[config.mk]
export PLATFORM = sky130hd
export DESIGN_NAME = fmsp_top
export DESIGN_NICKNAME = d
export VERILOG_FILES = /design/src/core/fmsp_pkg.sv /design/src/core/fmsp_top.sv
export SDC_FILE = /design/constraint.sdc
export NUM_CORES = 1
export LEC_CHECK = 0
export BUFFER_PORTS_ARGS = -buffer_cell sky130_fd_sc_hd__buf_2
export CAP_MARGIN = 10
export CORE_ASPECT_RATIO = 2
export CORE_UTILIZATION = 55
export DETAILED_ROUTE_END_ITERATION = 8
export MAX_ROUTING_LAYER = met4
export PLACE_DENSITY = 0.76
export SLEW_MARGIN = 20
export SYNTH_ARGS = -nofsm -noshare
export SYNTH_HDL_FRONTEND = slang
export SYNTH_SLANG_ARGS = --single-unit
[constraint.sdc]
create_clock -name clk_i -period 3.75 [get_ports clk_i]
set_input_delay 0.1875 -clock clk_i [delete_from_list [all_inputs] [get_ports clk_i]]
set_output_delay 0.1875 -clock clk_i [all_outputs]
set_load 0.01 [all_outputs]
[src/core/fmsp_pkg.sv]
// constants and types for the four-mode serial port
package fmsp_pkg;
	// register word indices; byte address is four times the index
	localparam logic [5:0] IDX_CTRL_HIGH   = 6'h14;
	localparam logic [5:0] IDX_CTRL_LOW    = 6'h15;
	localparam logic [5:0] IDX_DATA_BUF    = 6'h16;
	localparam logic [5:0] IDX_BAUD_DIV    = 6'h17;
	// serial_control_high fields
	localparam int CH_MODE_HI  = 7;
	localparam int CH_MODE_LO  = 6;
	localparam int CH_MCE      = 5;
	localparam int CH_RX_EN    = 4;
	localparam int CH_TB8      = 3;
	localparam int CH_RB8      = 2;
	localparam int CH_RX_IE    = 1;
	localparam int CH_RX_PEND  = 0;
	// serial_control_low fields
	localparam int CL_TX_PAR   = 7;
	localparam int CL_RX_PAR   = 6;
	localparam int CL_CLK_HI   = 3;
	localparam int CL_CLK_LO   = 2;
	localparam int CL_TX_IE    = 1;
	localparam int CL_TX_PEND  = 0;
	// reset values
	localparam logic [7:0] CTRL_HIGH_RST = 8'h00;
	localparam logic [7:0] CTRL_LOW_RST  = 8'h00;
	localparam logic [7:0] DATA_BUF_RST  = 8'h00;
	localparam logic [7:0] BAUD_DIV_RST  = 8'h00;
	// operating modes
	localparam logic [1:0] MODE_SYNC       = 2'h0;
	localparam logic [1:0] MODE_ASYNC8     = 2'h1;
	localparam logic [1:0] MODE_NINE_FIXED = 2'h2;
	localparam logic [1:0] MODE_NINE_VAR   = 2'h3;
	// bit timing: sixteen ticks per bit
	localparam logic [3:0] SUB_MID      = 4'h7;
	localparam logic [3:0] SUB_LAST     = 4'hf;
	localparam logic [2:0] BIT_LAST     = 3'h7;
	localparam logic [7:0] FIXED_DIV    = 8'h00;
	// state machines
	typedef enum logic [5:0] {
		TX_IDLE  = 6'h01,
		TX_START = 6'h02,
		TX_DATA  = 6'h04,
		TX_NINTH = 6'h08,
		TX_STOP  = 6'h10,
		TX_SYNC  = 6'h20
	} fmsp_tx_state_t;
	typedef enum logic [4:0] {
		RX_IDLE  = 5'h01,
		RX_START = 5'h02,
		RX_DATA  = 5'h04,
		RX_NINTH = 5'h08,
		RX_STOP  = 5'h10
	} fmsp_rx_state_t;
endpackage

[src/core/fmsp_top.sv]
// four-mode serial port with classic wishbone register slave
//
// Design decision made here: the Wishbone register port.
`timescale 1ns/10ps
// Contract
// - one synchronous and three asynchronous modes
// - data write loads tx, read gives rx
// - next reception may start before read
// - any data register write starts transmission
// - sync receive starts when pending clear, enabled
// - async receive starts on low start bit
// - high control holds mode, filter, enable, ninths
// - high control at 14h, resets to 00h
// - low control at 15h, resets to 00h
// - completion sets pending, irq when enabled
// - sync rx pending after eighth bit in
// - 8-bit async rx pending at stop midpoint
// - 9-bit rx pending at ninth bit midpoint
// - sync tx pending after eighth bit out
// - async tx pending at stop bit start
// - pending flags cleared only by software
// - sync rate is source over 16(div+1)
// - fixed 9-bit rate is source over 16
// - variable async rate is source over 16(div+1)
// - sync data on in pin, clock out
// - 8-bit frame: start, eight lsb-first, stop
// - 9-bit frame adds ninth bit, stop ignored
// - filter drops frames with ninth bit zero
module fmsp_top (
	// clock, reset, enable
	input  wire logic        clk_i,
	input  wire logic        rst_i,
	input  wire logic        ce_i,
	// wishbone slave
	input  wire logic [7:0]  wb_adr_i,
	input  wire logic [31:0] wb_dat_i,
	output logic      [31:0] wb_dat_o,
	input  wire logic [3:0]  wb_sel_i,
	input  wire logic        wb_we_i,
	input  wire logic        wb_cyc_i,
	input  wire logic        wb_stb_i,
	output logic             wb_ack_o,
	// serial pins
	input  wire logic        serial_in_pin_i,
	output logic             serial_in_pin_o,
	output logic             serial_in_pin_oe_o,
	output logic             serial_out_pin_o,
	// interrupt requests
	output logic             rx_irq_o,
	output logic             tx_irq_o
);

	logic                   ack_r;
	logic [31:0]            dat_r;
	logic [1:0]             mode_r;
	logic                   mce_r;
	logic                   rx_en_r;
	logic                   tb8_r;
	logic                   rb8_r;
	logic                   rx_ie_r;
	logic                   rx_pend_r;
	logic                   tx_par_r;
	logic                   rx_par_r;
	logic [1:0]             clk_sel_r;
	logic                   tx_ie_r;
	logic                   tx_pend_r;
	logic [7:0]             rx_buf_r;
	logic [7:0]             baud_div_r;
	logic [2:0]             pre_cnt_r;
	logic [7:0]             div_cnt_r;
	logic                   rx_irq_r;
	logic                   tx_irq_r;
	fmsp_pkg::fmsp_tx_state_t tx_state_r;
	logic [3:0]             tx_sub_r;
	logic [2:0]             tx_bit_r;
	logic [7:0]             tx_shift_r;
	logic                   sync_rx_r;
	logic                   sync_samp_r;
	logic                   out_r;
	logic                   din_o_r;
	logic                   din_oe_r;
	logic                   tx_set_r;
	logic                   rx0_set_r;
	fmsp_pkg::fmsp_rx_state_t rx_state_r;
	logic [3:0]             rx_sub_r;
	logic [2:0]             rx_bit_r;
	logic [7:0]             rx_shift_r;
	logic                   rx_nine_r;
	logic                   rx_set_r;
	logic                   rx_keep_nine_r;

	logic                   req;
	logic                   wr_en;
	logic [5:0]             idx;
	logic                   wr_high;
	logic                   wr_low;
	logic                   tx_go;
	logic [2:0]             pre_mask;
	logic                   src_tick;
	logic [7:0]             div_lim;
	logic                   tick16;
	logic                   nine_mode;
	logic                   tx_bit_end;
	logic                   rx_mid;
	logic [7:0]             rd_byte;

	assign req      = wb_cyc_i & wb_stb_i;
	assign idx      = wb_adr_i[7:2];
	assign wr_en    = req & wb_we_i & ack_r & wb_sel_i[0];
	assign wr_high  = wr_en & (idx == fmsp_pkg::IDX_CTRL_HIGH);
	assign wr_low   = wr_en & (idx == fmsp_pkg::IDX_CTRL_LOW);
	assign tx_go    = wr_en & (idx == fmsp_pkg::IDX_DATA_BUF);
	assign nine_mode = mode_r[1];

	// read multiplexer
	always_comb begin
		case (idx)
			fmsp_pkg::IDX_CTRL_HIGH: rd_byte = {mode_r, mce_r, rx_en_r, tb8_r, rb8_r,
				rx_ie_r, rx_pend_r};
			fmsp_pkg::IDX_CTRL_LOW: rd_byte = {tx_par_r, rx_par_r, 2'b00, clk_sel_r,
				tx_ie_r, tx_pend_r};
			fmsp_pkg::IDX_DATA_BUF: rd_byte = rx_buf_r;
			fmsp_pkg::IDX_BAUD_DIV: rd_byte = baud_div_r;
			default: rd_byte = 8'h00;
		endcase
	end

	// bus handshake, one wait cycle, unmapped reads zero
	always_ff @(posedge clk_i) begin
		if (rst_i) begin
			ack_r <= 1'b0;
			dat_r <= 32'h0000_0000;
		end else if (ce_i) begin
			ack_r <= req & ~ack_r;
			if (req & ~ack_r) begin
				dat_r <= {24'h00_0000, rd_byte};
			end
		end
	end

	// high control register
	always_ff @(posedge clk_i) begin
		if (rst_i) begin
			mode_r  <= fmsp_pkg::CTRL_HIGH_RST[fmsp_pkg::CH_MODE_HI:fmsp_pkg::CH_MODE_LO];
			mce_r   <= fmsp_pkg::CTRL_HIGH_RST[fmsp_pkg::CH_MCE];
			rx_en_r <= fmsp_pkg::CTRL_HIGH_RST[fmsp_pkg::CH_RX_EN];
			tb8_r   <= fmsp_pkg::CTRL_HIGH_RST[fmsp_pkg::CH_TB8];
			rx_ie_r <= fmsp_pkg::CTRL_HIGH_RST[fmsp_pkg::CH_RX_IE];
		end else if (ce_i && wr_high) begin
			mode_r  <= wb_dat_i[fmsp_pkg::CH_MODE_HI:fmsp_pkg::CH_MODE_LO];
			mce_r   <= wb_dat_i[fmsp_pkg::CH_MCE];
			rx_en_r <= wb_dat_i[fmsp_pkg::CH_RX_EN];
			tb8_r   <= wb_dat_i[fmsp_pkg::CH_TB8];
			rx_ie_r <= wb_dat_i[fmsp_pkg::CH_RX_IE];
		end
	end

	// low control register
	always_ff @(posedge clk_i) begin
		if (rst_i) begin
			tx_par_r  <= fmsp_pkg::CTRL_LOW_RST[fmsp_pkg::CL_TX_PAR];
			rx_par_r  <= fmsp_pkg::CTRL_LOW_RST[fmsp_pkg::CL_RX_PAR];
			clk_sel_r <= fmsp_pkg::CTRL_LOW_RST[fmsp_pkg::CL_CLK_HI:fmsp_pkg::CL_CLK_LO];
			tx_ie_r   <= fmsp_pkg::CTRL_LOW_RST[fmsp_pkg::CL_TX_IE];
		end else if (ce_i && wr_low) begin
			tx_par_r  <= wb_dat_i[fmsp_pkg::CL_TX_PAR];
			rx_par_r  <= wb_dat_i[fmsp_pkg::CL_RX_PAR];
			clk_sel_r <= wb_dat_i[fmsp_pkg::CL_CLK_HI:fmsp_pkg::CL_CLK_LO];
			tx_ie_r   <= wb_dat_i[fmsp_pkg::CL_TX_IE];
		end
	end

	// baud divisor register
	always_ff @(posedge clk_i) begin
		if (rst_i) begin
			baud_div_r <= fmsp_pkg::BAUD_DIV_RST;
		end else if (ce_i && wr_en && idx == fmsp_pkg::IDX_BAUD_DIV) begin
			baud_div_r <= wb_dat_i[7:0];
		end
	end

	// pending flags: hardware set wins, software writes 0 to clear
	always_ff @(posedge clk_i) begin
		if (rst_i) begin
			rx_pend_r <= fmsp_pkg::CTRL_HIGH_RST[fmsp_pkg::CH_RX_PEND];
			tx_pend_r <= fmsp_pkg::CTRL_LOW_RST[fmsp_pkg::CL_TX_PEND];
		end else if (ce_i) begin
			rx_pend_r <= rx0_set_r | rx_set_r |
				(rx_pend_r & ~(wr_high & ~wb_dat_i[fmsp_pkg::CH_RX_PEND]));
			tx_pend_r <= tx_set_r |
				(tx_pend_r & ~(wr_low & ~wb_dat_i[fmsp_pkg::CL_TX_PEND]));
		end
	end

	// interrupt requests
	always_ff @(posedge clk_i) begin
		if (rst_i) begin
			rx_irq_r <= 1'b0;
			tx_irq_r <= 1'b0;
		end else if (ce_i) begin
			rx_irq_r <= rx_pend_r & rx_ie_r;
			tx_irq_r <= tx_pend_r & tx_ie_r;
		end
	end

	// source clock select: clk_i divided by 1, 2, 4 or 8
	always_comb begin
		case (clk_sel_r)
			2'h0: pre_mask = 3'h0;
			2'h1: pre_mask = 3'h1;
			2'h2: pre_mask = 3'h3;
			default: pre_mask = 3'h7;
		endcase
	end
	assign src_tick = (pre_cnt_r & pre_mask) == pre_mask;
	assign div_lim  = (mode_r == fmsp_pkg::MODE_NINE_FIXED) ? fmsp_pkg::FIXED_DIV
		: baud_div_r;
	assign tick16   = src_tick & (div_cnt_r == div_lim);

	// baud tick generator, sixteen ticks per bit
	always_ff @(posedge clk_i) begin
		if (rst_i) begin
			pre_cnt_r <= 3'h0;
			div_cnt_r <= 8'h00;
		end else if (ce_i) begin
			pre_cnt_r <= pre_cnt_r + 3'h1;
			if (src_tick) begin
				div_cnt_r <= (div_cnt_r >= div_lim) ? 8'h00 : div_cnt_r + 8'h01;
			end
		end
	end

	assign tx_bit_end = tick16 & (tx_sub_r == fmsp_pkg::SUB_LAST);

	// transmitter and synchronous shift engine
	always_ff @(posedge clk_i) begin
		if (rst_i) begin
			tx_state_r  <= fmsp_pkg::TX_IDLE;
			tx_sub_r    <= 4'h0;
			tx_bit_r    <= 3'h0;
			tx_shift_r  <= 8'h00;
			sync_rx_r   <= 1'b0;
			sync_samp_r <= 1'b0;
			out_r       <= 1'b1;
			din_o_r     <= 1'b0;
			din_oe_r    <= 1'b0;
			tx_set_r    <= 1'b0;
			rx0_set_r   <= 1'b0;
		end else if (ce_i) begin
			tx_set_r  <= 1'b0;
			rx0_set_r <= 1'b0;
			if (tick16) begin
				tx_sub_r <= tx_sub_r + 4'h1;
			end
			if (tx_go) begin
				tx_shift_r <= wb_dat_i[7:0];
				tx_sub_r   <= 4'h0;
				tx_bit_r   <= 3'h0;
				sync_rx_r  <= 1'b0;
				if (mode_r == fmsp_pkg::MODE_SYNC) begin
					tx_state_r <= fmsp_pkg::TX_SYNC;
				end else begin
					tx_state_r <= fmsp_pkg::TX_START;
				end
			end else begin
				case (tx_state_r)
					fmsp_pkg::TX_IDLE: begin
						out_r    <= 1'b1;
						din_oe_r <= 1'b0;
						if (mode_r == fmsp_pkg::MODE_SYNC && rx_en_r && !rx_pend_r
							&& !rx0_set_r) begin
							tx_state_r <= fmsp_pkg::TX_SYNC;
							sync_rx_r  <= 1'b1;
							tx_sub_r   <= 4'h0;
							tx_bit_r   <= 3'h0;
						end
					end
					fmsp_pkg::TX_START: begin
						out_r <= 1'b0;
						if (tx_bit_end) begin
							tx_state_r <= fmsp_pkg::TX_DATA;
						end
					end
					fmsp_pkg::TX_DATA: begin
						out_r <= tx_shift_r[0];
						if (tx_bit_end) begin
							tx_shift_r <= {1'b0, tx_shift_r[7:1]};
							tx_bit_r   <= tx_bit_r + 3'h1;
							if (tx_bit_r == fmsp_pkg::BIT_LAST) begin
								if (nine_mode) begin
									tx_state_r <= fmsp_pkg::TX_NINTH;
								end else begin
									tx_state_r <= fmsp_pkg::TX_STOP;
									tx_set_r   <= 1'b1;
								end
							end
						end
					end
					fmsp_pkg::TX_NINTH: begin
						out_r <= tb8_r;
						if (tx_bit_end) begin
							tx_state_r <= fmsp_pkg::TX_STOP;
							tx_set_r   <= 1'b1;
						end
					end
					fmsp_pkg::TX_STOP: begin
						out_r <= 1'b1;
						if (tx_bit_end) begin
							tx_state_r <= fmsp_pkg::TX_IDLE;
						end
					end
					fmsp_pkg::TX_SYNC: begin
						out_r    <= tx_sub_r[3];
						din_oe_r <= ~sync_rx_r;
						din_o_r  <= tx_shift_r[0];
						if (tick16 && tx_sub_r == fmsp_pkg::SUB_MID) begin
							sync_samp_r <= serial_in_pin_i;
						end
						if (tx_bit_end) begin
							tx_shift_r <= {sync_rx_r & sync_samp_r, tx_shift_r[7:1]};
							tx_bit_r   <= tx_bit_r + 3'h1;
							if (tx_bit_r == fmsp_pkg::BIT_LAST) begin
								tx_state_r <= fmsp_pkg::TX_IDLE;
								tx_set_r   <= ~sync_rx_r;
								rx0_set_r  <= sync_rx_r;
							end
						end
					end
					default: begin
						tx_state_r <= fmsp_pkg::TX_IDLE;
					end
				endcase
			end
		end
	end

	assign rx_mid = tick16 & (rx_sub_r == fmsp_pkg::SUB_MID);

	// asynchronous receiver, samples at bit midpoints
	always_ff @(posedge clk_i) begin
		if (rst_i) begin
			rx_state_r     <= fmsp_pkg::RX_IDLE;
			rx_sub_r       <= 4'h0;
			rx_bit_r       <= 3'h0;
			rx_shift_r     <= 8'h00;
			rx_nine_r      <= 1'b0;
			rx_set_r       <= 1'b0;
			rx_keep_nine_r <= 1'b0;
		end else if (ce_i) begin
			rx_set_r <= 1'b0;
			if (tick16) begin
				rx_sub_r <= rx_sub_r + 4'h1;
			end
			case (rx_state_r)
				fmsp_pkg::RX_IDLE: begin
					if (rx_en_r && mode_r != fmsp_pkg::MODE_SYNC && !serial_in_pin_i) begin
						rx_state_r <= fmsp_pkg::RX_START;
						rx_sub_r   <= 4'h0;
						rx_bit_r   <= 3'h0;
					end
				end
				fmsp_pkg::RX_START: begin
					if (rx_mid) begin
						rx_state_r <= serial_in_pin_i ? fmsp_pkg::RX_IDLE
							: fmsp_pkg::RX_DATA;
					end
				end
				fmsp_pkg::RX_DATA: begin
					if (rx_mid) begin
						rx_shift_r <= {serial_in_pin_i, rx_shift_r[7:1]};
						rx_bit_r   <= rx_bit_r + 3'h1;
						if (rx_bit_r == fmsp_pkg::BIT_LAST) begin
							rx_state_r <= nine_mode ? fmsp_pkg::RX_NINTH : fmsp_pkg::RX_STOP;
						end
					end
				end
				fmsp_pkg::RX_NINTH: begin
					if (rx_mid) begin
						// wait out the stop bit, a low ninth bit is no start
						rx_state_r     <= fmsp_pkg::RX_STOP;
						rx_nine_r      <= serial_in_pin_i;
						rx_keep_nine_r <= 1'b1;
						rx_set_r       <= ~mce_r | serial_in_pin_i;
					end
				end
				fmsp_pkg::RX_STOP: begin
					if (rx_mid) begin
						rx_state_r     <= fmsp_pkg::RX_IDLE;
						rx_keep_nine_r <= 1'b0;
						rx_set_r       <= ~nine_mode & (~mce_r | serial_in_pin_i);
					end
				end
				default: begin
					rx_state_r <= fmsp_pkg::RX_IDLE;
				end
			endcase
		end
	end

	// receive buffer, newest character overwrites an unread one
	always_ff @(posedge clk_i) begin
		if (rst_i) begin
			rx_buf_r <= fmsp_pkg::DATA_BUF_RST;
			rb8_r    <= fmsp_pkg::CTRL_HIGH_RST[fmsp_pkg::CH_RB8];
		end else if (ce_i) begin
			if (rx0_set_r) begin
				rx_buf_r <= tx_shift_r;
			end else if (rx_set_r) begin
				rx_buf_r <= rx_shift_r;
				if (rx_keep_nine_r) begin
					rb8_r <= rx_nine_r;
				end
			end
		end
	end

	assign wb_ack_o           = ack_r;
	assign wb_dat_o           = dat_r;
	assign serial_out_pin_o   = out_r;
	assign serial_in_pin_o    = din_o_r;
	assign serial_in_pin_oe_o = din_oe_r;
	assign rx_irq_o           = rx_irq_r;
	assign tx_irq_o           = tx_irq_r;

endmodule

==> results.yml, run 1 <==
clocking:
  cts_root_buf: "clkbuf_16"
  ctsResizeCount: 0
  numClockSinks: 103
  clock_latency_ns: 0.35
  ctsHoldBuffers: 0
  htreeDepth: 3
  post_cts_buffers: 0
  numCtsBuffers: 9
  ctsLongestPathBuffers: 2
  cts_tree: "built"
  clk_pin_slew_ns: 0.07
power_and_ir_drop:
  p_leak_nw: 2.33
  ir_worst_vdd_v: 0.000354
  powerDensity_nw_per_um2: 428
sta:
  period_needed_ns: 3.14
  hold_viol_final: 0
  fmax_mhz: 318
  worst_pin_slew_ns: 1.08
  slew_violations: 0
  finalSetupViolCount: 0
  fin_tns_setup_ns: 0
  timing.slew.headroom_pct: 28.0
  grt_setup_unrepaired: "no"
  finClkSkew_ns: 0.00803
  post-route-period-util_pct: 83.7
synthesis:
  synthFlopType: "dfxtp_1"
  synth_edf_count: 0
  synth.avg_cell_area_sq_um: 8.90
  synth.distinct_cells: 68
  ys_warn_count: 0
  synth_cells: 609
  yosysSeqAreaShare_pct: 38.0
  syn-cell-area_sq_um: 5420
  async_flop_share_pct: 0
  synth_seq_cells: 103
drt:
  remaining_drc_errors: 0
  totalWireLength_microns: 12700
  drt_iter0_markers: 314
  drt-vias-per-instance: 5.87
  drt-pass1-iter-count: 5
  postRouteAntennaNets: 0
  vias: 4452
  routedWlPerCell_microns: 16.7
job:
  maxCapViolations: 0
placed_design:
  gp_congestion: 0.887
  postPlaceCellArea_sq_um: 5550
  io_buffers: 35
  dp_hpwl_microns: 9260
critical_path:
  cp-end-kind: "flip-flop"
  r2r-start: "mode_r[1]"
  r2r_end: "div_cnt_r[2]"
  cp_data_required_time_ns: 4.05
  crit_type: "reg -> reg"
  rrSetupSlack_ns: 0.61
  worstPathArrival_ns: 3.44
  cp-start-kind: "flip-flop"
  r2r_cells: 9
  cp-endpoint: "div_cnt_r[2]"
  crit_start: "mode_r[1]"
  cp_max_fo: 10
floorplan:
  std_cell_rows: 50
  dieArea_sq_um: 10300
  die_y_microns: 142
  fp.dieW_microns: 72.2
  initial_utilization_pct: 57.4
  ios: 89
  fp.coreArea_sq_um: 9450
final_layout:
  syn2layout_area_growth_pct: 8.58
  final_cell_mix: "103 x dfxtp_1, 95 x nor2_1, 57 x mux2i_1, 41 x nand2_1, 35 x buf_2"
  final_cell_area_sq_um: 5890
  final_common_cell: "dfxtp_1"
  layout-drive-gt1-share_pct: 11.8
  layout.nets: 690
  diodes: 0
status:
  status: "completed"
global_routing:
  antenna_found_initial: 0
  grt_pass1_wl_microns: 21300
  grtUsageTotal_pct: 27.3
  grt-ovfl-total: 0
  grt_pass1_vias: 4414
  grt_max_degree: 80
hold_path:
  min_from: "wb_dat_i[4]"
  hp-class: "in -> reg"
==> state kept, by name, indices dropped and copies added, names as in the netlist, 2 cells and up <==
register	cells
baud_div_r	8
div_cnt_r	8
rx_buf_r	8
rx_shift_r	8
tx_shift_r	8
wb_dat_o	8
tx_state_r	6
rx_state_r	5
rx_sub_r	4
tx_sub_r	4
pre_cnt_r	3
rx_bit_r	3
tx_bit_r	3
clk_sel_r	2
mode_r	2
==> worst min-delay path by stage <==
stage	to	slack (ns)	cells after the start
6_report	rx_en_r	0.10	3
2_1_floorplan	clk_sel_r[0]	0.33	2
3_3_place_gp	rx_irq_o	0.45	2
5_1_grt	rx_en_r	0.12	3
4_1_cts	rx_en_r	0.1	3
3_5_place_dp	rx_irq_o	0.45	2
==> area by class of cell <==
class,count,area [sq um]
repair buffers,39,205
clock buffers,11,253
well taps,130,163
clock inverters,5,86.3
flip-flops and latches,103,2060
fillers,815,3560
inverters,8,30.0
multi-input cells,462,3090
==> logic make-up (layout without fill, tap and decap cells) <==
| group | after synthesis | in the layout | synth area share [%] |
|---|---|---|---|
| flip-flops | 103 | 103 | 38.0 |
| multiplexers | 65 | 65 | 13.4 |
| AO/OA/AOI/OAI | 105 | 105 | 13.6 |
| adder cells (fa/ha/maj) | 16 | 16 | 3.69 |
| buffers and inverters | 67 | 63 | 6.69 |
| other | 1 | 24 | 0.0692 |
| AND/OR/NAND/NOR | 239 | 239 | 22.4 |
| XOR/XNOR | 13 | 13 | 2.10 |
==> routing by layer <==
| layer | GRT usage, % | up-vias | routed length, microns |
|---|---|---|---|
| met2 | 48.5 | 143 | 6820 |
| met5 | - | - | 0 |
| met3 | 3.68 | 30 | 447 |
| met1 | 28.4 | 2098 | 4850 |
| li1 | - | 2181 | - |
| met4 | 14.9 | 0 | 548 |
==> Yosys cell counts, types with 2 or more instances <==
| master | count | area share (%) |
|---|---|---|
| ha_1 | 16 | 3.7 |
| nor2_1 | 95 | 6.6 |
| and4_1 | 3 | 0.48 |
| xnor2_1 | 6 | 0.97 |
| a211oi_1 | 19 | 2.6 |
| buf_2 | 5 | 0.46 |
| nor4_2 | 3 | 0.69 |
| nor3_1 | 7 | 0.65 |
| nor4b_1 | 2 | 0.32 |
| o221ai_1 | 2 | 0.32 |
| buf_4 | 24 | 3.3 |
| and3_1 | 6 | 0.69 |
| a21oi_1 | 22 | 2.0 |
| o21ai_0 | 10 | 0.92 |
| nor4_1 | 2 | 0.23 |
| xor2_1 | 7 | 1.1 |
| a22oi_1 | 10 | 1.4 |
| mux2i_1 | 57 | 11 |
| and2_1 | 6 | 0.69 |
| nand3b_1 | 4 | 0.55 |
| inv_1 | 7 | 0.48 |
| o21ai_1 | 10 | 0.92 |
| nand2_1 | 41 | 2.8 |
| buf_1 | 3 | 0.21 |
| a22o_1 | 4 | 0.65 |
| o31ai_1 | 6 | 0.83 |
| mux4_2 | 6 | 2.5 |
| nand4b_1 | 6 | 0.97 |
| buf_6 | 2 | 0.42 |
| dfxtp_1 | 103 | 38 |
| nand2b_1 | 13 | 1.5 |
| clkbuf_1 | 25 | 1.7 |
| nand3_1 | 16 | 1.5 |
| or3_1 | 10 | 1.2 |
| nand4_1 | 6 | 0.69 |
| nor2b_1 | 7 | 0.81 |
| nor2_2 | 2 | 0.23 |
| a21o_1 | 6 | 0.83 |
==> critical path: stages, from the launching register on <==
cell and delay [ns]:
dfxtp_1 0.62, nand2b_1 0.28, and2_1 0.24, ha_1 0.29
nand2b_1 0.14, a21o_1 0.17, a211o_1 0.29, a221o_1 0.49
nor4b_2 0.36, mux2_2 0.21
==> where the power goes <==
group | switching (mW) | internal [mW] | leakage [nW]
sequential | 0.0494 | 1.12 | 0.831
clock | 0.430 | 0.629 | 0.167
combinational | 0.179 | 0.107 | 1.33
total | 0.659 | 1.86 | 2.33
==> through the flow <==
| stage | instances | power, mW | hold slack [ns] | worst slack [ns] | utilization (%) |
|---|---|---|---|---|---|
| 2_1_floorplan | 632 | 1.43 | 0.331 | 1.02 | - |
| 3_3_place_gp | 742 | 1.47 | 0.447 | 0.764 | 58.7 |
| 3_5_place_dp | 742 | 1.48 | 0.450 | 0.682 | 58.7 |
| 4_1_cts | 758 | 2.53 | 0.0969 | 0.635 | 62.3 |
| 5_1_grt | 758 | 2.63 | 0.122 | 0.416 | 62.3 |
| 6_report | 758 | 2.52 | 0.102 | 0.610 | 62.3 |
Note: power is estimated with default switching activity, not from simulation.
==> inputs of run 2 (changes only) <==
==> constraint.sdc (replaced) <==
create_clock -name clk_i -period 3.05 [get_ports clk_i]
set_input_delay 0.1525 -clock clk_i [delete_from_list [all_inputs] [get_ports clk_i]]
set_output_delay 0.1525 -clock clk_i [all_outputs]
set_load 0.01 [all_outputs]
==> run 2 against run 1 <==
  * Global-route usage down 0.81 points
  * Largest cell class unchanged
  * Critical path depth did not move
  * Combinational power rose by 27%
  * Clock power rose by 4%
==> results.yml, run 2 (synthesis gave the netlist of run 1 again) <==
final_layout:
  final_cell_mix: "103 x dfxtp_1, 95 x nor2_1, 57 x mux2i_1, 41 x nand2_1, 35 x buf_2"
  layout-drive-gt1-share_pct: 12.4
  diodes: 0
  syn2layout_area_growth_pct: 8.56
  final_cell_area_sq_um: 5890
  final_util_pct: 62.3
  layout.nets: 697
  final_cells: 765
  final_common_cell: "dfxtp_1"
drt:
  drt-pass1-iter-count: 4
  vias: 4455
  postRouteAntennaNets: 0
  drt_iter0_markers: 261
  totalWireLength_microns: 12400
  remaining_drc_errors: 0
  routedWlPerCell_microns: 16.2
  drt-vias-per-instance: 5.82
placed_design:
  placed_cells: 749
  io_buffers: 35
  postPlaceCellArea_sq_um: 5600
  dp_hpwl_microns: 9370
  gp_congestion: 0.890
floorplan:
  dieArea_sq_um: 10300
  std_cell_rows: 50
  die_y_microns: 142
  initial_utilization_pct: 57.4
  fp.coreArea_sq_um: 9450
  ios: 89
  fp.dieW_microns: 72.2
clocking:
  numCtsBuffers: 9
  ctsHoldBuffers: 0
  htreeDepth: 3
  ctsLongestPathBuffers: 2
  clk_pin_slew_ns: 0.07
  post_cts_buffers: 0
  clock_latency_ns: 0.35
  cts_root_buf: "clkbuf_16"
  ctsResizeCount: 0
  cts_tree: "built"
  numClockSinks: 103
global_routing:
  grtUsageTotal_pct: 26.5
  antenna_found_initial: 0
  grt_pass1_vias: 4374
  grt_max_degree: 38
  grt-ovfl-total: 0
  grt_pass1_wl_microns: 20600
sta:
  grt_setup_unrepaired: "no"
  finClkSkew_ns: 0.00798
  finalSetupViolCount: 0
  post-route-period-util_pct: 89.4
  fmax_mhz: 367
  hold_viol_final: 0
  slew_violations: 0
  timing.slew.headroom_pct: 54.6
  fin_tns_setup_ns: 0
  worst_pin_slew_ns: 0.681
  period_needed_ns: 2.73
critical_path:
  worstPathArrival_ns: 3.03
  cp_max_fo: 10
  cp_data_required_time_ns: 3.35
  r2r-start: "mode_r[0]"
  rrSetupSlack_ns: 0.32
  crit_start: "mode_r[0]"
  r2r_cells: 9
  r2r_end: "div_cnt_r[2]"
  cp-end-kind: "flip-flop"
  cp-start-kind: "flip-flop"
  crit_type: "reg -> reg"
job:
  maxCapViolations: 0
hold_path:
  min_from: "wb_dat_i[4]"
  hold_path_end: "rx_en_r"
  worstHoldPathCells: 3
  hp-class: "in -> reg"
status:
  status: "completed"
power_and_ir_drop:
  p_leak_nw: 2.34
  ir_worst_vdd_v: 0.000319
  powerDensity_nw_per_um2: 494
[run 2: cell count changes in the layout (fill, tap and decap cells not counted), sizes merged]
cell      delta
buf          +7
bufinv       -2
clkbuf       +2
inv          -2
clkinv       +1
clkinvlp     +1
[run 2: worst max path at each step]
stage | to | slack [ns] | cells after the start
after global routing | div_cnt_r[6] | 0.16 | 9
after CTS | div_cnt_r[2] | 0.32 | 9
after detailed placement | div_cnt_r[2] | 0.34 | 9
final | div_cnt_r[2] | 0.32 | 9
after floorplan | div_cnt_r[2] | 0.32 | 12
after global placement | div_cnt_r[2] | 0.44 | 9
[run 2: per-layer routing]
layer	share of wire [%]	track usage [%]	up-vias
li1	-	-	2177
met1	38	26.2	2108
met2	53	46.9	131
met3	3.9	3.68	39
met4	5.2	17.5	0
met5	0	-	-
[run 2: final cells by class]
type | count | area (sq um)
fillers | 803 | 3560
multi-input cells | 462 | 3090
flip-flops and latches | 103 | 2060
clock buffers | 13 | 260
repair buffers | 46 | 258
well taps | 130 | 163
inverters | 8 | 30.0
clock inverters | 3 | 25.0
[run 2: stage by stage]
stage | power, mW | hold WS, ns | setup WS, ns
4_1_cts | 2.92 | 0.0770 | 0.322
2_1_floorplan | 1.75 | 0.296 | 0.325
3_3_place_gp | 1.82 | 0.420 | 0.439
6_report | 2.91 | 0.0694 | 0.325
3_5_place_dp | 1.83 | 0.440 | 0.340
5_1_grt | 3.03 | 0.0937 | 0.158
[run 2: worst max-delay path, stage by stage (launching register included)]
cell	delay, ns
dfxtp_1	0.37
nand2b_1	0.18
and2_1	0.17
ha_1	0.28
nand2b_1	0.14
a21o_1	0.18
a211o_1	0.30
a221o_1	0.49
nor4b_2	0.36
mux2_2	0.21
[run 2: where the power goes]
part	leakage, nW	switching, mW	internal [mW]	total, mW
Sequential	0.831	0.0592	1.38	1.44
Combinational	1.37	0.220	0.142	0.362
Clock	0.136	0.501	0.603	1.10
Total	2.34	0.781	2.13	2.91
